### src/logic/wswc_map.svh
// Register offsets, field positions, reset values and timing figures of the watchdog block.
// Assumes it is included by its bare name from the bench or the design module.
`ifndef WSWC_MAP_SVH
`define WSWC_MAP_SVH

// ****************************************************************
// Register indices; the byte address is four times the index.
// ****************************************************************
`define WSWC_IDX_STATUS      16'h0003
`define WSWC_IDX_OPTION      16'h0081
`define WSWC_IDX_CONFIG      16'h2007

// ****************************************************************
// Field positions.
// ****************************************************************
`define WSWC_OPT_PSA_BIT     3
`define WSWC_OPT_PS_MSB      2
`define WSWC_ST_TO_BIT       4
`define WSWC_ST_PD_BIT       3
`define WSWC_CFG_WATCHDOG_FUSE_ENABLE_BIT    2
`define WSWC_CFG_MSB         4

// ****************************************************************
// Reset values.
// ****************************************************************
`define WSWC_OPTION_RST      8'hff

// ****************************************************************
// Timing: clock period, watchdog oscillator tick and nominal period.
// ****************************************************************
`define WSWC_CLK_PERIOD_NS   40
`define WSWC_OSC_TICK_NS     1000
`define WSWC_WDT_PERIOD_US   18000

`endif

### src/logic/wswc_pkg.sv
// Types shared by the watchdog and sleep control block.
// Assumes nothing of its surroundings; the numbers live in the map header.
package wswc_pkg;

   // ****************************************************************
   // Power state of the device, one-hot.
   // ****************************************************************
   typedef enum logic [2:0] {
      WSWC_RUN   = 3'b001,  // Core executing normally.
      WSWC_SLEEP = 3'b010,  // Main oscillator stopped, pins held.
      WSWC_WAKE  = 3'b100   // One cycle of wake-up hand-over.
   } wswc_state_e;

   typedef logic [7:0] wswc_byte_t;  // One 8-bit register value.

endpackage : wswc_pkg

### src/logic/wswc_top.sv
// Watchdog timer, time-out and power-down flags and sleep entry and exit control.
// Assumes one always-running 25 MHz clock, a core that pulses its sleep and kick
// instructions for one cycle, and an AHB-Lite master for the registers.
//
// Local design decision: register access over AHB-Lite.
`timescale 1ns/1ps
`include "wswc_map.svh"

module wswc_top #(
   parameter int unsigned WDT_TICKS = (`WSWC_WDT_PERIOD_US * 1000) / `WSWC_OSC_TICK_NS,
   parameter int unsigned WDT_W     = 15,
   parameter int unsigned TICK_CYC  = `WSWC_OSC_TICK_NS / `WSWC_CLK_PERIOD_NS
) (
   input  wire logic        sys_clk,              // Always-running block clock.
   input  wire logic        rst,                  // Power-on reset, async, high.
   input  wire logic        hsel,                 // AHB slave select.
   input  wire logic [31:0] haddr,                // AHB byte address.
   input  wire logic [1:0]  htrans,               // AHB transfer type.
   input  wire logic        hwrite,               // AHB write strobe.
   input  wire logic [2:0]  hsize,                // AHB size, word only.
   input  wire logic [31:0] hwdata,               // AHB write data.
   input  wire logic        hready,               // AHB bus ready.
   output logic             hreadyout,            // Slave never stalls.
   output logic [31:0]      hrdata,               // Registered read data.
   output logic             hresp,                // Always OKAY.
   input  wire logic [7:0]  config_word_in,       // Fuse word, caught after reset.
   input  wire logic        master_clear_n,       // External master clear pin.
   input  wire logic        sleep_instr,          // Core executes sleep.
   input  wire logic        kick_watchdog_instr,  // Core executes watchdog clear.
   input  wire logic [2:0]  wake_irq_flags,       // Pin, port change, EEPROM flags.
   input  wire logic [2:0]  wake_irq_enables,     // Their individual enables.
   input  wire logic        timer_irq_flag,       // Phase-clocked timer flag.
   input  wire logic        timer_irq_enable,     // Its individual enable.
   input  wire logic        global_irq_enable,    // Core global enable.
   output logic             internal_reset,       // Device reset to the core.
   output logic             main_osc_en,          // Main oscillator driver on.
   output logic             io_hold,              // Freeze all pin drivers.
   output logic             prefetch_next,        // Fetch the next address now.
   output logic             sleep_nop,            // Sleep completed as no-op.
   output logic             wake_pulse,           // Resume execution after sleep.
   output logic             vector_branch,        // Branch to interrupt vector.
   output logic             timeout_flag_n,       // Active-low time-out flag.
   output logic             powerdown_flag_n      // Active-low power-down flag.
);

   // ****************************************************************
   // Declarations.
   // ****************************************************************
   wswc_pkg::wswc_state_e state, next_state;      // Power state.
   logic [4:0]            tick_div, next_tick_div; // Oscillator tick divider.
   logic                  osc_tick;                // One-cycle oscillator tick.
   logic [6:0]            pre_cnt, next_pre_cnt;   // Watchdog prescaler.
   logic [WDT_W-1:0]      wdt_cnt, next_wdt_cnt;   // Watchdog count.
   logic                  wdt_step;                // Prescaled tick.
   logic                  wdt_timeout;             // Terminal count reached.
   logic                  next_timeout_n, next_powerdown_n;
   logic                  wdt_rst_q, next_wdt_rst; // Watchdog reset pulse.
   logic                  next_wake, next_vector, next_prefetch, next_nop;
   logic                  irq_pending;             // Any enabled flag, awake.
   logic                  wake_irq;                // Sleep-capable enabled flag.
   logic                  sleep_go;                // Sleep really entered.
   logic                  wdt_clear;               // Count and prescaler clear.
   logic [7:0]            option, next_option;     // Timer prescaler options.
   logic [7:0]            cfg, next_cfg;           // Captured fuse word.
   logic                  cfg_done, next_cfg_done; // Fuse word has been caught.
   logic                  wr_pend, next_wr_pend;   // Option write in data phase.
   logic [31:0]           next_hrdata;
   logic                  master_clear_n_low;                // Master clear asserted.
   logic                  fuse_en;                 // Watchdog fuse enable.

   assign master_clear_n_low = !master_clear_n;
   assign fuse_en  = cfg[`WSWC_CFG_WATCHDOG_FUSE_ENABLE_BIT];

   // ****************************************************************
   // Address decode, shared by the read and write paths.
   // ****************************************************************
   // Returns 1 for option, 2 for config, 3 for status, 0 for unmapped.
   function automatic logic [1:0] reg_sel(input logic [31:0] addr);
      logic [1:0] sel;
      sel = 2'h0;
      if (addr == 32'(`WSWC_IDX_OPTION * 4)) begin
         sel = 2'h1;
      end else if (addr == 32'(`WSWC_IDX_CONFIG * 4)) begin
         sel = 2'h2;
      end else if (addr == 32'(`WSWC_IDX_STATUS * 4)) begin
         sel = 2'h3;
      end
      return sel;
   endfunction : reg_sel

   // ****************************************************************
   // Watchdog oscillator and counter.
   // ****************************************************************
   // The tick comes from a divider of the always-on clock, never from the main
   // oscillator, so the count continues while sleep has that oscillator off.
   assign osc_tick = (tick_div == 5'(TICK_CYC - 1));

   // Prescaled step: ratio 2^ps when the prescaler belongs to the watchdog.
   always_comb begin
      logic [6:0] mask;
      mask = 7'h00;
      for (int i = 0; i < 7; i++) begin
         mask[i] = (3'(i) < option[`WSWC_OPT_PS_MSB:0]);
      end
      if (option[`WSWC_OPT_PSA_BIT]) begin
         wdt_step = osc_tick && ((pre_cnt & mask) == mask);
      end else begin
         wdt_step = osc_tick;
      end
   end

   // Expiry is impossible with the fuse off, whatever the count does.
   assign wdt_timeout = fuse_en && wdt_step &&
                        (wdt_cnt == WDT_W'(WDT_TICKS - 1));

   // Enabled pending interrupts: the timer source only counts while awake.
   assign wake_irq    = |(wake_irq_flags & wake_irq_enables);
   assign irq_pending = wake_irq || (timer_irq_flag && timer_irq_enable);
   assign sleep_go    = sleep_instr && (state == wswc_pkg::WSWC_RUN) &&
                        !irq_pending && !master_clear_n_low;
   assign wdt_clear   = kick_watchdog_instr || sleep_go || master_clear_n_low;

   // Next count: clear wins over a step; expiry restarts from zero.
   always_comb begin
      next_tick_div = osc_tick ? 5'h00 : tick_div + 5'h01;
      next_pre_cnt  = pre_cnt;
      next_wdt_cnt  = wdt_cnt;
      if (wdt_clear) begin
         next_pre_cnt = 7'h00;
         next_wdt_cnt = '0;
      end else if (osc_tick) begin
         next_pre_cnt = pre_cnt + 7'h01;
         if (wdt_step) begin
            next_wdt_cnt = wdt_timeout ? '0 : wdt_cnt + WDT_W'(1);
         end
      end
   end

   // Counter registers.
   always_ff @(posedge sys_clk or posedge rst) begin
      if (rst) begin
         tick_div <= 5'h00;
         pre_cnt  <= 7'h00;
         wdt_cnt  <= '0;
      end else begin
         tick_div <= next_tick_div;
         pre_cnt  <= next_pre_cnt;
         wdt_cnt  <= next_wdt_cnt;
      end
   end

   // ****************************************************************
   // Power state, flags and core hand-over pulses.
   // ****************************************************************
   // The timer interrupt is left out of the wake term because its phase
   // clocks are stopped in sleep. Master clear overrides the state and the wake and vector pulses.
   always_comb begin
      next_state       = state;
      next_timeout_n   = timeout_flag_n;
      next_powerdown_n = powerdown_flag_n;
      next_wdt_rst     = 1'b0;
      next_wake        = 1'b0;
      next_vector      = 1'b0;
      next_prefetch    = sleep_go;
      next_nop         = sleep_instr && (state == wswc_pkg::WSWC_RUN) &&
                         irq_pending && !master_clear_n_low;
      unique case (state)
         wswc_pkg::WSWC_RUN: begin
            if (sleep_go) begin
               next_state       = wswc_pkg::WSWC_SLEEP;
               next_timeout_n   = 1'b1;
               next_powerdown_n = 1'b0;
            end
            if (wdt_timeout) begin
               next_wdt_rst     = 1'b1;
               next_timeout_n   = 1'b0;
               next_powerdown_n = 1'b1;
               next_state       = wswc_pkg::WSWC_RUN;
            end
         end
         wswc_pkg::WSWC_SLEEP: begin
            // An interrupt pending at the sleep entry makes it a no-op; one arriving
            // in the next cycle wakes here, one cycle after sleep finished clearing the watchdog.
            if (wdt_timeout || wake_irq) begin
               next_state  = wswc_pkg::WSWC_WAKE;
               next_wake   = 1'b1;
               next_vector = wake_irq && global_irq_enable;
            end
            if (wdt_timeout) begin
               next_timeout_n = 1'b0;
            end
         end
         wswc_pkg::WSWC_WAKE: begin
            next_state = wswc_pkg::WSWC_RUN;
            if (wdt_timeout) begin
               next_timeout_n = 1'b0;
               next_wdt_rst   = 1'b1;
            end
         end
      endcase
      if (master_clear_n_low) begin
         next_state = wswc_pkg::WSWC_RUN;
         next_wake  = 1'b0;
         next_vector = 1'b0;
      end
   end

   // State registers; power-on leaves both active-low flags set.
   always_ff @(posedge sys_clk or posedge rst) begin
      if (rst) begin
         state            <= wswc_pkg::WSWC_RUN;
         timeout_flag_n   <= 1'b1;
         powerdown_flag_n <= 1'b1;
         wdt_rst_q        <= 1'b0;
         wake_pulse       <= 1'b0;
         vector_branch    <= 1'b0;
         prefetch_next    <= 1'b0;
         sleep_nop        <= 1'b0;
      end else begin
         state            <= next_state;
         timeout_flag_n   <= next_timeout_n;
         powerdown_flag_n <= next_powerdown_n;
         wdt_rst_q        <= next_wdt_rst;
         wake_pulse       <= next_wake;
         vector_branch    <= next_vector;
         prefetch_next    <= next_prefetch;
         sleep_nop        <= next_nop;
      end
   end

   // The watchdog reset is internal only; this block has no path to the pin.
   assign internal_reset = wdt_rst_q || master_clear_n_low;
   assign main_osc_en    = (state != wswc_pkg::WSWC_SLEEP);
   assign io_hold        = (state == wswc_pkg::WSWC_SLEEP);

   // ****************************************************************
   // AHB-Lite register slave.
   // ****************************************************************
   // Zero wait states. Read data are captured in the address phase; a read
   // right after an option write is bypassed from hwdata so it is not stale.
   always_comb begin
      logic       take;
      logic [1:0] sel;
      take          = hsel && htrans[1] && hready;
      sel           = reg_sel(haddr);
      next_option   = option;
      next_cfg      = cfg;
      next_cfg_done = 1'b1;
      next_wr_pend  = take && hwrite && (sel == 2'h1);
      next_hrdata   = hrdata;
      if (!cfg_done) begin
         next_cfg = config_word_in;
         next_cfg[7:`WSWC_CFG_MSB+1] = '0;
      end
      if (wr_pend) begin
         next_option = hwdata[7:0];
      end
      if (take && !hwrite) begin
         unique case (sel)
            2'h1: next_hrdata = {24'h000000, wr_pend ? hwdata[7:0] : option};
            2'h2: next_hrdata = {24'h000000, cfg};
            2'h3: next_hrdata = {27'h0000000, timeout_flag_n, powerdown_flag_n,
                                 3'h0};
            2'h0: next_hrdata = 32'h00000000;
         endcase
      end
   end

   // Bus registers; the fuse word is caught in the first cycle after release.
   always_ff @(posedge sys_clk or posedge rst) begin
      if (rst) begin
         option   <= `WSWC_OPTION_RST;
         cfg      <= 8'h00;
         cfg_done <= 1'b0;
         wr_pend  <= 1'b0;
         hrdata   <= 32'h00000000;
      end else begin
         option   <= next_option;
         cfg      <= next_cfg;
         cfg_done <= next_cfg_done;
         wr_pend  <= next_wr_pend;
         hrdata   <= next_hrdata;
      end
   end

   assign hreadyout = 1'b1;
   assign hresp     = 1'b0;
endmodule : wswc_top

### config.mk
export PLATFORM = sky130hd
export DESIGN_NAME = wswc_top
export DESIGN_NICKNAME = d
export VERILOG_FILES = /design/src/logic/wswc_pkg.sv /design/src/logic/wswc_top.sv
export VERILOG_INCLUDE_DIRS = /design/src /design/src/logic
export SDC_FILE = /design/constraint.sdc
export NUM_CORES = 1
export LEC_CHECK = 0
export ABC_AREA = 1
export BUFFER_PORTS_ARGS = -buffer_cell sky130_fd_sc_hd__buf_4
export CORE_ASPECT_RATIO = 0.6
export CORE_MARGIN = 1
export CORE_UTILIZATION = 53
export DETAILED_ROUTE_END_ITERATION = 12
export MAX_ROUTING_LAYER = met4
export PLACE_DENSITY = 0.86
export SLEW_MARGIN = 15
export SYNTH_ARGS = -nofsm -noshare
export SYNTH_HDL_FRONTEND = slang
export SYNTH_SLANG_ARGS = --single-unit
### constraint.sdc
create_clock -name sys_clk -period 3.4 [get_ports sys_clk]
set_clock_uncertainty 0.1 [all_clocks]
set_input_delay 0.51 -clock sys_clk [delete_from_list [all_inputs] [get_ports sys_clk]]
set_output_delay 0.51 -clock sys_clk [all_outputs]
set_load 0.02 [all_outputs]
==> results of run 1 <==
[cell usage in the layout, fill, tap and decap left out, types with 2 or more instances in the layout]
master and count:
nand2_2 5, clkinvlp_4 3, o22ai_1 4, xnor2_1 3, nor3_1 7, nor3b_1 2
nand4_1 11, dfrtp_1 49, nand2_1 97, nor2_2 2, inv_1 38, o21ai_1 5
inv_2 6, ha_1 4, clkbuf_8 11, xor2_1 9, nand2_4 4, nand3_2 5
o21ai_0 9, dfstp_2 11, buf_4 81, nor2_1 44, nor3_2 4, a21oi_2 4
nand3_1 25, nor2_4 2, a21oi_1 7, conb_1 27, or2_2 2, mux2_2 11
[logic make-up (layout without fill, tap and decap cells)]
| kind of cell | after synthesis | after routing | share of synthesized area |
|---|---|---|---|
| compound gates | 35 | 35 | 0.0636 |
| flops | 60 | 60 | 0.440 |
| other cells | 2 | 27 | 0.00218 |
| simple gates | 215 | 215 | 0.303 |
| xor+xnor | 12 | 12 | 0.0305 |
| mux | 11 | 11 | 0.0360 |
| fa+ha+maj | 4 | 4 | 0.0145 |
| buf+inv | 72 | 141 | 0.110 |
[state kept, by name (all words and copies together) (netlist names), 3 cells and up]
signal    count
hrdata        8
wdt_cnt      15
option        8
state         3
cfg           5
pre_cnt       7
tick_div      5
[through the flow]
stage	worst slack [ps]	cell area, um2	util	std cells	hold slack (ps)
2_1_floorplan	1320	3540	-	436	354
6_report	1290	4220	0.682	589	213
5_1_grt	1170	4220	0.682	589	273
4_1_cts	1280	4220	0.682	589	235
3_5_place_dp	1370	4040	0.652	573	373
3_3_place_gp	1450	4040	0.652	573	366
[cell usage after synthesis (2+ instances only)]
| cell type | number |
|---|---|
| xor2_1 | 9 |
| a21oi_2 | 4 |
| dfrtp_1 | 49 |
| mux2_2 | 11 |
| ha_1 | 4 |
| o21ai_0 | 9 |
| dfstp_2 | 11 |
| conb_1 | 2 |
| nand2_4 | 4 |
| nor3b_1 | 2 |
| nand4_1 | 11 |
| inv_2 | 5 |
| o21ai_1 | 5 |
| xnor2_1 | 3 |
| nand2_2 | 5 |
| nand3_1 | 25 |
| or2_2 | 2 |
| nor2_2 | 2 |
| inv_1 | 39 |
| o22ai_1 | 4 |
| nor3_1 | 7 |
| nor2_4 | 2 |
| nand2_1 | 97 |
| a21oi_1 | 7 |
| nor3_2 | 4 |
| nand3_2 | 5 |
| nor2_1 | 44 |
| buf_4 | 26 |
[power groups by stage]
stage | clock [W] | combinational [W] | sequential [W]
6_report | 0.000607 | 0.000209 | 0.000750
5_1_grt | 0.000655 | 0.000229 | 0.000751
4_1_cts | 0.000611 | 0.000209 | 0.000750
3_5_place_dp | 0 | 0.000209 | 0.000763
3_3_place_gp | 0 | 0.000203 | 0.000761
2_1_floorplan | 0 | 0.000136 | 0.000765
[cell type report]
type	instances	area (um2)
Clock buffer	11	151
Clock inverter	5	36.3
Fill cell	508	1970
Inverter	44	165
Multi-Input combinational cell	304	1640
Sequential cell	60	1520
Tap cell	84	105
Timing Repair Buffer	81	608
[final timing paths]
kind	slack (ps)	to	from
hold / removal	210	wdt_rst_q$_DFF_PP0_	rst
hold reg to reg	390	hrdata[3]$_DFFE_PP0P_	hrdata[3]$_DFFE_PP0P_
min in group sys_clk	290	cfg[2]$_DFFE_PP0N_	config_word_in[2]
setup / recovery	1290	main_osc_en	state[2]$_DFFE_PP0P_
setup reg to reg	1480	pre_cnt[6]$_DFFE_PP0P_	tick_div[0]$_DFF_PP0_
max in group asynchronous	2200	option[6]$_DFF_PP1_	rst
[layer usage]
layer | wire length (um) | track usage | up-vias
met5 | 0 | - | -
met3 | 604 | 0.0845 | 7
li1 | - | - | 1455
met1 | 3710 | 0.347 | 1448
met4 | 90 | 0.0747 | 0
met2 | 3610 | 0.422 | 126
==> results.cfg, run 1 <==
[floorplanning]
rows = 22
ios = 137
start_util = 0.556
die_width_um = 106
fp.coreArea_um2 = 6190
die_y_um = 64.4
dieArea_um2 = 6840

[flow_run]
drv_cap = 0

[pwr]
seqPwrFrac = 0.479
sw_frac_of_total = 0.279
switchingPower_w = 0.000437
pwr-share-clk = 0.388
power_w = 0.00157
power.leakage_nw = 2.12
power.internal_w = 0.00113
pwr-share-comb = 0.134
pwr_density_cell_nw_per_um2 = 371
ir_drop_uv = 243

[place]
dp_hpwl_um = 6250
place_congestion = 0.850
port_buffers = 79

[clocking]
clock_latency_ps = 350
htree_levels = 3
path_clk_slew_ps = 70
cts.sinks = 60
numCtsBuffers = 9
cts_buffer_depth = 2
cts_tree = done
cts_root_buffer = clkbuf_8
hold_buffers = 0
cts_resized = 0
cts_setup_buffers = 0

[grt]
grt_pass1_vias = 2940
grt-ovfl-total = 0
track_usage = 0.272
grt_max_degree = 39
grt_pass1_wl_um = 13900
antenna_found_initial = 0

[setup_path]
cp.depth = 3
cp_max_fo = 3
crit_slowest_cell = dfrtp_1
crit_chain = nor3_1, inv_1, buf_4
end_kind = primary output
ff2ff_path_depth = 11
worstPathArrival_ps = 1500
cp.required_ps = 2790
cp_top_family = flip-flops
worst-path-buf-inv = 2
critical_path.startpoint_type = register
critical-path-max-stage-delay_ps = 420
path_class = reg -> out

[detailed_routing]
wire_per_inst_um = 13.6
firstDrtPassIters = 7
vias = 3036
avgViaCountPerCell = 5.15
drc = 0
drtIter0Drc = 176
ant_nets = 0
wl_um = 8020

[min_path]
hold_class = in -> async

[timing]
setup_tns_ps = 0
rsz0062_at_grt = false
fin_crit_sh = 0.620
worstMarginPinSlew_ps = 772
setup_viol = 0
slew_violations = 0
relSlewSlack = 0.484
period_needed_ps = 2110
finalHoldViolations = 0
max_freq_mhz = 475

[final_layout]
nNetsFinal = 598
syn_to_final_growth_pct = 22.6
drive_gt1_frac = 0.313
antenna_cells = 0

[synthesis]
ys_seq_area_frac = 0.440
synthArstFlopShare = 1.00
synthesis.area_um2 = 3440
synth-main-ff-cell = dfrtp_1
avgSynthCellArea_um2 = 8.38
synth_edf_count = 0
yosysWarnings = 0
synth_cell_type_count = 41
yosysTopAreaCell = dfrtp_1
synth_top_area_frac = 0.356
synth-seq-cells = 60
syn_inst = 411
synth_area_leaders = dfrtp_1 (36%), nand2_1 (11%), dfstp_2 (8.4%)

[run_status]
status = finished, final reports clean
No activity file was read; power rests on OpenSTA's default activity.
==> run 2, diff against run 1 <==
--- a/config.mk
+++ b/config.mk
@@ -10,10 +10,10 @@
 export BUFFER_PORTS_ARGS = -buffer_cell sky130_fd_sc_hd__buf_4
 export CORE_ASPECT_RATIO = 0.6
 export CORE_MARGIN = 1
-export CORE_UTILIZATION = 53
+export CORE_UTILIZATION = 44
 export DETAILED_ROUTE_END_ITERATION = 12
 export MAX_ROUTING_LAYER = met4
-export PLACE_DENSITY = 0.86
+export PLACE_DENSITY = 0.76
 export SLEW_MARGIN = 15
 export SYNTH_ARGS = -nofsm -noshare
 export SYNTH_HDL_FRONTEND = slang
==> constraint.sdc (replaced) <==
create_clock -name sys_clk -period 1.74 [get_ports sys_clk]
set_clock_uncertainty 0.1 [all_clocks]
set_input_delay 0.261 -clock sys_clk [delete_from_list [all_inputs] [get_ports sys_clk]]
set_output_delay 0.261 -clock sys_clk [all_outputs]
set_load 0.02 [all_outputs]
==> run 2 against run 1 <==
Effect of this change: the flow now finishes with violations (negative setup slack); global-route usage shrank 3.2 points; register-to-register slack got worse by 1500 ps; clock power rose to 3.5 times the previous value; via count rose by 3.2%; total power rose to 2.6 times the previous value; worst hold slack got worse by 160 ps; first-iteration DRC count increased by 15%; critical endpoint is now wdt_cnt[9]$_DFFE_PP0P_.
==> results.cfg, run 2 (synthesized netlist as in run 1, its figures left out) <==
[run_status]
status = finished, violations left
violations = negative setup slack

[floorplanning]
die_width_um = 116
rows = 24
die_y_um = 70.5
start_util = 0.464
fp.coreArea_um2 = 7420
ios = 137
dieArea_um2 = 8200

[final_layout]
seqCellArea_um2 = 1520
antenna_cells = 0
fill_cells = 581
final_common_cell = buf_4
syn_to_final_growth_pct = 44.6
final_cell_mix = buf_4 (111), nand2_1 (89), dfrtp_1 (48)
regMostFlops = wdt_cnt
drive_gt1_frac = 0.420
largest_registers = wdt_cnt x15, hrdata x8, option x8
nNetsFinal = 640
largest_reg_flops = 15
multi_input_area_um2 = 1810

[grt]
grt_max_degree = 26
antenna_found_initial = 0
grt_pass1_vias = 3062
grt_pass1_wl_um = 14400
grt-ovfl-total = 0
track_usage = 0.239

[setup_path]
worstPathArrival_ps = 1920
rrSetupSlack_ps = -60
ff2ff_path_depth = 10
critical-path-max-stage-delay_ps = 370
end_kind = register
cp.required_ps = 1860
critPathLaunch = wdt_cnt[0]$_DFFE_PP0P_
crit_chain = ha_2, nand2_2, nor2_4, nand2_2, nor3_4, nand3_4, nand2_2, inv_2, nand2_1, nor2_2
reg2reg_from = wdt_cnt[0]$_DFFE_PP0P_
crit_slowest_cell = dfrtp_1
path_class = reg -> reg
worstReg2RegEnd = wdt_cnt[9]$_DFFE_PP0P_
critical_path.startpoint_type = register
worstSetupEndpoint = wdt_cnt[9]$_DFFE_PP0P_
crit_top_cell = nand2_2
cp_max_fo = 5

[pwr]
pwr_density_cell_nw_per_um2 = 819
power.leakage_nw = 2.45
ir_drop_uv = 756

[timing]
finalHoldViolations = 0
period_needed_ps = 1800
rsz0062_at_grt = true
setup_tns_ps = -279
relSlewSlack = 0.670
max_freq_mhz = 555
slew_violations = 0
hold_slack_ps = 56.1
worstMarginPinSlew_ps = 491
fin_crit_sh = 1.03
timing.final.ws_setup_ps = -60.3
setup_viol = 8

[clocking]
cts.sinks = 60
numCtsBuffers = 9
cts_root_buffer = clkbuf_16
clock_latency_ps = 330
htree_levels = 3
cts_buffer_depth = 2
path_clk_slew_ps = 50
cts_tree = done

[flow_run]
drv_cap = 0

[detailed_routing]
vias = 3133
wire_per_inst_um = 13.7
drc = 0
drtIter0Drc = 202
avgViaCountPerCell = 4.81
wl_um = 8930
ant_nets = 0
firstDrtPassIters = 4

[place]
dp_hpwl_um = 6320
place_congestion = 0.892
port_buffers = 79

[min_path]
hold_class = in -> reg
==> run 2: critical path: cells and delay by family, from the launching register on <==
kind / cells / cell delay [ps]
fa+ha+maj: 1 / 200
buf+inv: 1 / 60
flops: 1 / 370
simple gates: 8 / 960
==> run 2: how the worst min path moves through the flow <==
stage	startpoint	end	slack, ps	depth (start not counted)
after CTS	master_clear_n	state[0]$_DFFE_PP1P_	40	2
after global placement	rst	cfg_done$_DFF_PP0_	200	2
after floorplan	master_clear_n	state[0]$_DFFE_PP1P_	250	1
after detailed placement	rst	cfg_done$_DFF_PP0_	200	2
final	config_word_in[1]	cfg[1]$_DFFE_PP0N_	60	2
after global routing	config_word_in[2]	cfg[2]$_DFFE_PP0N_	50	2
==> run 2: repair_timing <==
| item | CTS | global route |
|---|---|---|
| resized for setup | 5 | 49 |
| hold buffers | 1 | 0 |
| pin swaps | 2 | 17 |
| setup endpoints to repair | 13 | 28 |
| buffers inserted | 10 | 6 |
| hold endpoints to repair | 13 | 0 |
==> run 2: final cells by class <==
type / instances / share of cell area
clock buffers: 12 / 0.0515
flip-flops and latches: 60 / 0.304
inverters: 44 / 0.0367
well taps: 104 / 0.0261
multi-input cells: 304 / 0.363
repair buffers: 123 / 0.199
clock inverters: 4 / 0.0191
==> run 2: per-stage QoR <==
| step | instance area [um2] | util | total power [W] | instances | setup WS [ps] |
|---|---|---|---|---|---|
| 2_1_floorplan | 3550 | - | 0.00176 | 436 | 98.3 |
| 3_5_place_dp | 4280 | 0.577 | 0.00192 | 618 | -56.2 |
| 5_1_grt | 4980 | 0.672 | 0.00423 | 651 | -156 |
| 6_report | 4980 | 0.672 | 0.00408 | 651 | -60.3 |
| 3_3_place_gp | 4280 | 0.577 | 0.00190 | 618 | -12.2 |
| 4_1_cts | 4740 | 0.640 | 0.00407 | 645 | -2.29 |
==> run 2: routing by layer <==
layer | up-vias | global-route usage | wire [um]
li1 | 1543 | - | -
met1 | 1489 | 0.309 | 4050
met2 | 92 | 0.350 | 4330
met3 | 9 | 0.0797 | 455
met4 | 0 | 0.0869 | 99
met5 | - | - | 0
==> run 2: power by group <==
group	internal (W)	switching, W
sequential	0.00144	0.0000292
clock	0.00147	0.000633
combinational	0.000231	0.000273
==> run 3, diff against run 2 <==
--- a/config.mk
+++ b/config.mk
@@ -14,6 +14,8 @@
 export DETAILED_ROUTE_END_ITERATION = 12
 export MAX_ROUTING_LAYER = met4
 export PLACE_DENSITY = 0.76
+export RECOVER_POWER = 25
+export SETUP_SLACK_MARGIN = 0.4
 export SLEW_MARGIN = 15
 export SYNTH_ARGS = -nofsm -noshare
 export SYNTH_HDL_FRONTEND = slang
==> run 3 against run 2 <==
Effect of this change: the run now ends clean; first-iteration DRC count down 15%; worst hold slack better by 0.63 ps; die area unchanged; non-clock buffer count up 9; flip-flop and latch count unchanged; critical endpoint is now wdt_cnt[10]$_DFFE_PP0P_; highest routed layer unchanged.
==> results.cfg, run 3 (synthesized netlist as in run 1, its figures left out) <==
[run_status]
status = finished, final reports clean

[floorplanning]
rows = 24
dieArea_um2 = 8200
fp.coreArea_um2 = 7420
die_y_um = 70.5
start_util = 0.464
ios = 137
die_width_um = 116

[grt]
grt_pass1_vias = 3203
grt_pass1_wl_um = 15100
grt-ovfl-total = 0
grt_max_degree = 61
track_usage = 0.250
antenna_found_initial = 0

[final_layout]
nNetsFinal = 649
largest_reg_flops = 15
regMostFlops = wdt_cnt
final_common_cell = buf_4
final_cell_mix = buf_4 (103), nand2_1 (81), dfrtp_1 (47)
antenna_cells = 0
syn_to_final_growth_pct = 52.5
largest_registers = wdt_cnt x15, hrdata x8, option x8
multi_input_area_um2 = 2010
final_area_um2 = 5250
fill_cells = 548
drive_gt1_frac = 0.498
seqCellArea_um2 = 1520

[setup_path]
crit_top_cell = nand2_1
crit_slowest_cell = dfstp_2
critical_path.startpoint_type = register
ff2ff_path_depth = 12
path_class = reg -> reg
cp.required_ps = 1870
crit_chain = nand2_1, nand2_1, nand2_1, nand2_1, inv_2, nand2_4, nand2_4, nand2_8, nand2_8, buf_6, a21oi_2, nor2_1
reg2reg_from = option[1]$_DFF_PP1_
rrSetupSlack_ps = 10
end_kind = register
worstPathArrival_ps = 1860
critical-path-max-stage-delay_ps = 570
worstReg2RegEnd = wdt_cnt[10]$_DFFE_PP0P_
critPathLaunch = option[1]$_DFF_PP1_
worstSetupEndpoint = wdt_cnt[10]$_DFFE_PP0P_
cp_max_fo = 7

[timing]
relSlewSlack = 0.453
slew_violations = 0
timing.final.ws_setup_ps = 11.0
period_needed_ps = 1730
fin_crit_sh = 0.994
setup_viol = 0
setup_tns_ps = 0
finalHoldViolations = 0
worstMarginPinSlew_ps = 821
max_freq_mhz = 578
rsz0062_at_grt = true
hold_slack_ps = 56.7

[pwr]
power.internal_w = 0.00284
power.leakage_nw = 2.54
ir_drop_uv = 667
seqPwrFrac = 0.387
sw_frac_of_total = 0.253
pwr_density_cell_nw_per_um2 = 723
pwr-share-clk = 0.470
switchingPower_w = 0.000960
power_w = 0.00380
pwr-share-comb = 0.143

[clocking]
clock_latency_ps = 340
cts_root_buffer = clkbuf_16
cts.sinks = 60
cts_tree = done
path_clk_slew_ps = 50
numCtsBuffers = 9
htree_levels = 3
cts_buffer_depth = 2

[detailed_routing]
drtIter0Drc = 172
vias = 3206
firstDrtPassIters = 5
ant_nets = 0
avgViaCountPerCell = 4.86
wire_per_inst_um = 14.2
drc = 0
wl_um = 9400

[place]
place_congestion = 0.852
dp_hpwl_um = 6120
place_ws_ps = -25.3
dpl_cell_area_um2 = 4250
port_buffers = 79

[flow_run]
drv_cap = 0

[min_path]
hold_depth = 2
hold_class = in -> reg
[run 3: cell count changes in the layout (fill, tap and decap cells not counted), moves of 7 or more]
cell     delta
buf_4       -8
buf_6      +17
nand2_1     -8
nor2_1     -13
nor2_4      +7
[run 3: worst min path at each step]
stage,slack (ps),startpoint,to
finish,60,master_clear_n,state[0]$_DFFE_PP1P_
global route,50,config_word_in[3],cfg[3]$_DFFE_PP0N_
CTS,50,master_clear_n,state[0]$_DFFE_PP1P_
detailed placement,280,rst,wdt_cnt[2]$_DFFE_PP0P_
global placement,270,rst,wdt_cnt[2]$_DFFE_PP0P_
floorplan,250,master_clear_n,state[0]$_DFFE_PP1P_
[run 3: power by group through the flow]
stage,clock [W],combinational [W],sequential (W)
global route,0.00188,0.000594,0.00147
floorplan,0,0.000275,0.00150
global placement,0,0.000415,0.00149
detailed placement,0,0.000425,0.00150
CTS,0.00182,0.000519,0.00147
finish,0.00178,0.000544,0.00147
[run 3: timing repair]
action	in CTS	in global routing
hold buffers	1	0
resized for setup	59	69
hold endpoints to repair	49	0
setup buffers	22	11
setup endpoints to repair	43	50
pin swaps	25	28
[run 3: worst max-delay path: cells and delay by family (launching register included)]
family | cells | cell delay, ps
flops | 1 | 570
compound gates | 1 | 100
buf+inv | 2 | 210
simple gates | 9 | 630
[run 3: cell type report]
class / instances / share of cell area
Clock buffer: 10 / 0.0455
Timing Repair Buffer: 132 / 0.209
Sequential cell: 60 / 0.289
Clock inverter: 6 / 0.0122
Inverter: 44 / 0.0365
Tap cell: 104 / 0.0248
Multi-Input combinational cell: 304 / 0.383
[run 3: per-layer routing]
layer,part of all wire,global-route usage
met1,0.45,0.323
met2,0.48,0.382
met3,0.047,0.0668
met4,0.014,0.0826
met5,0,-
[run 3: through the flow]
step,instances,util
5_1_grt,660,0.708
2_1_floorplan,436,-
3_3_place_gp,610,0.573
6_report,660,0.708
3_5_place_dp,610,0.573
4_1_cts,649,0.666
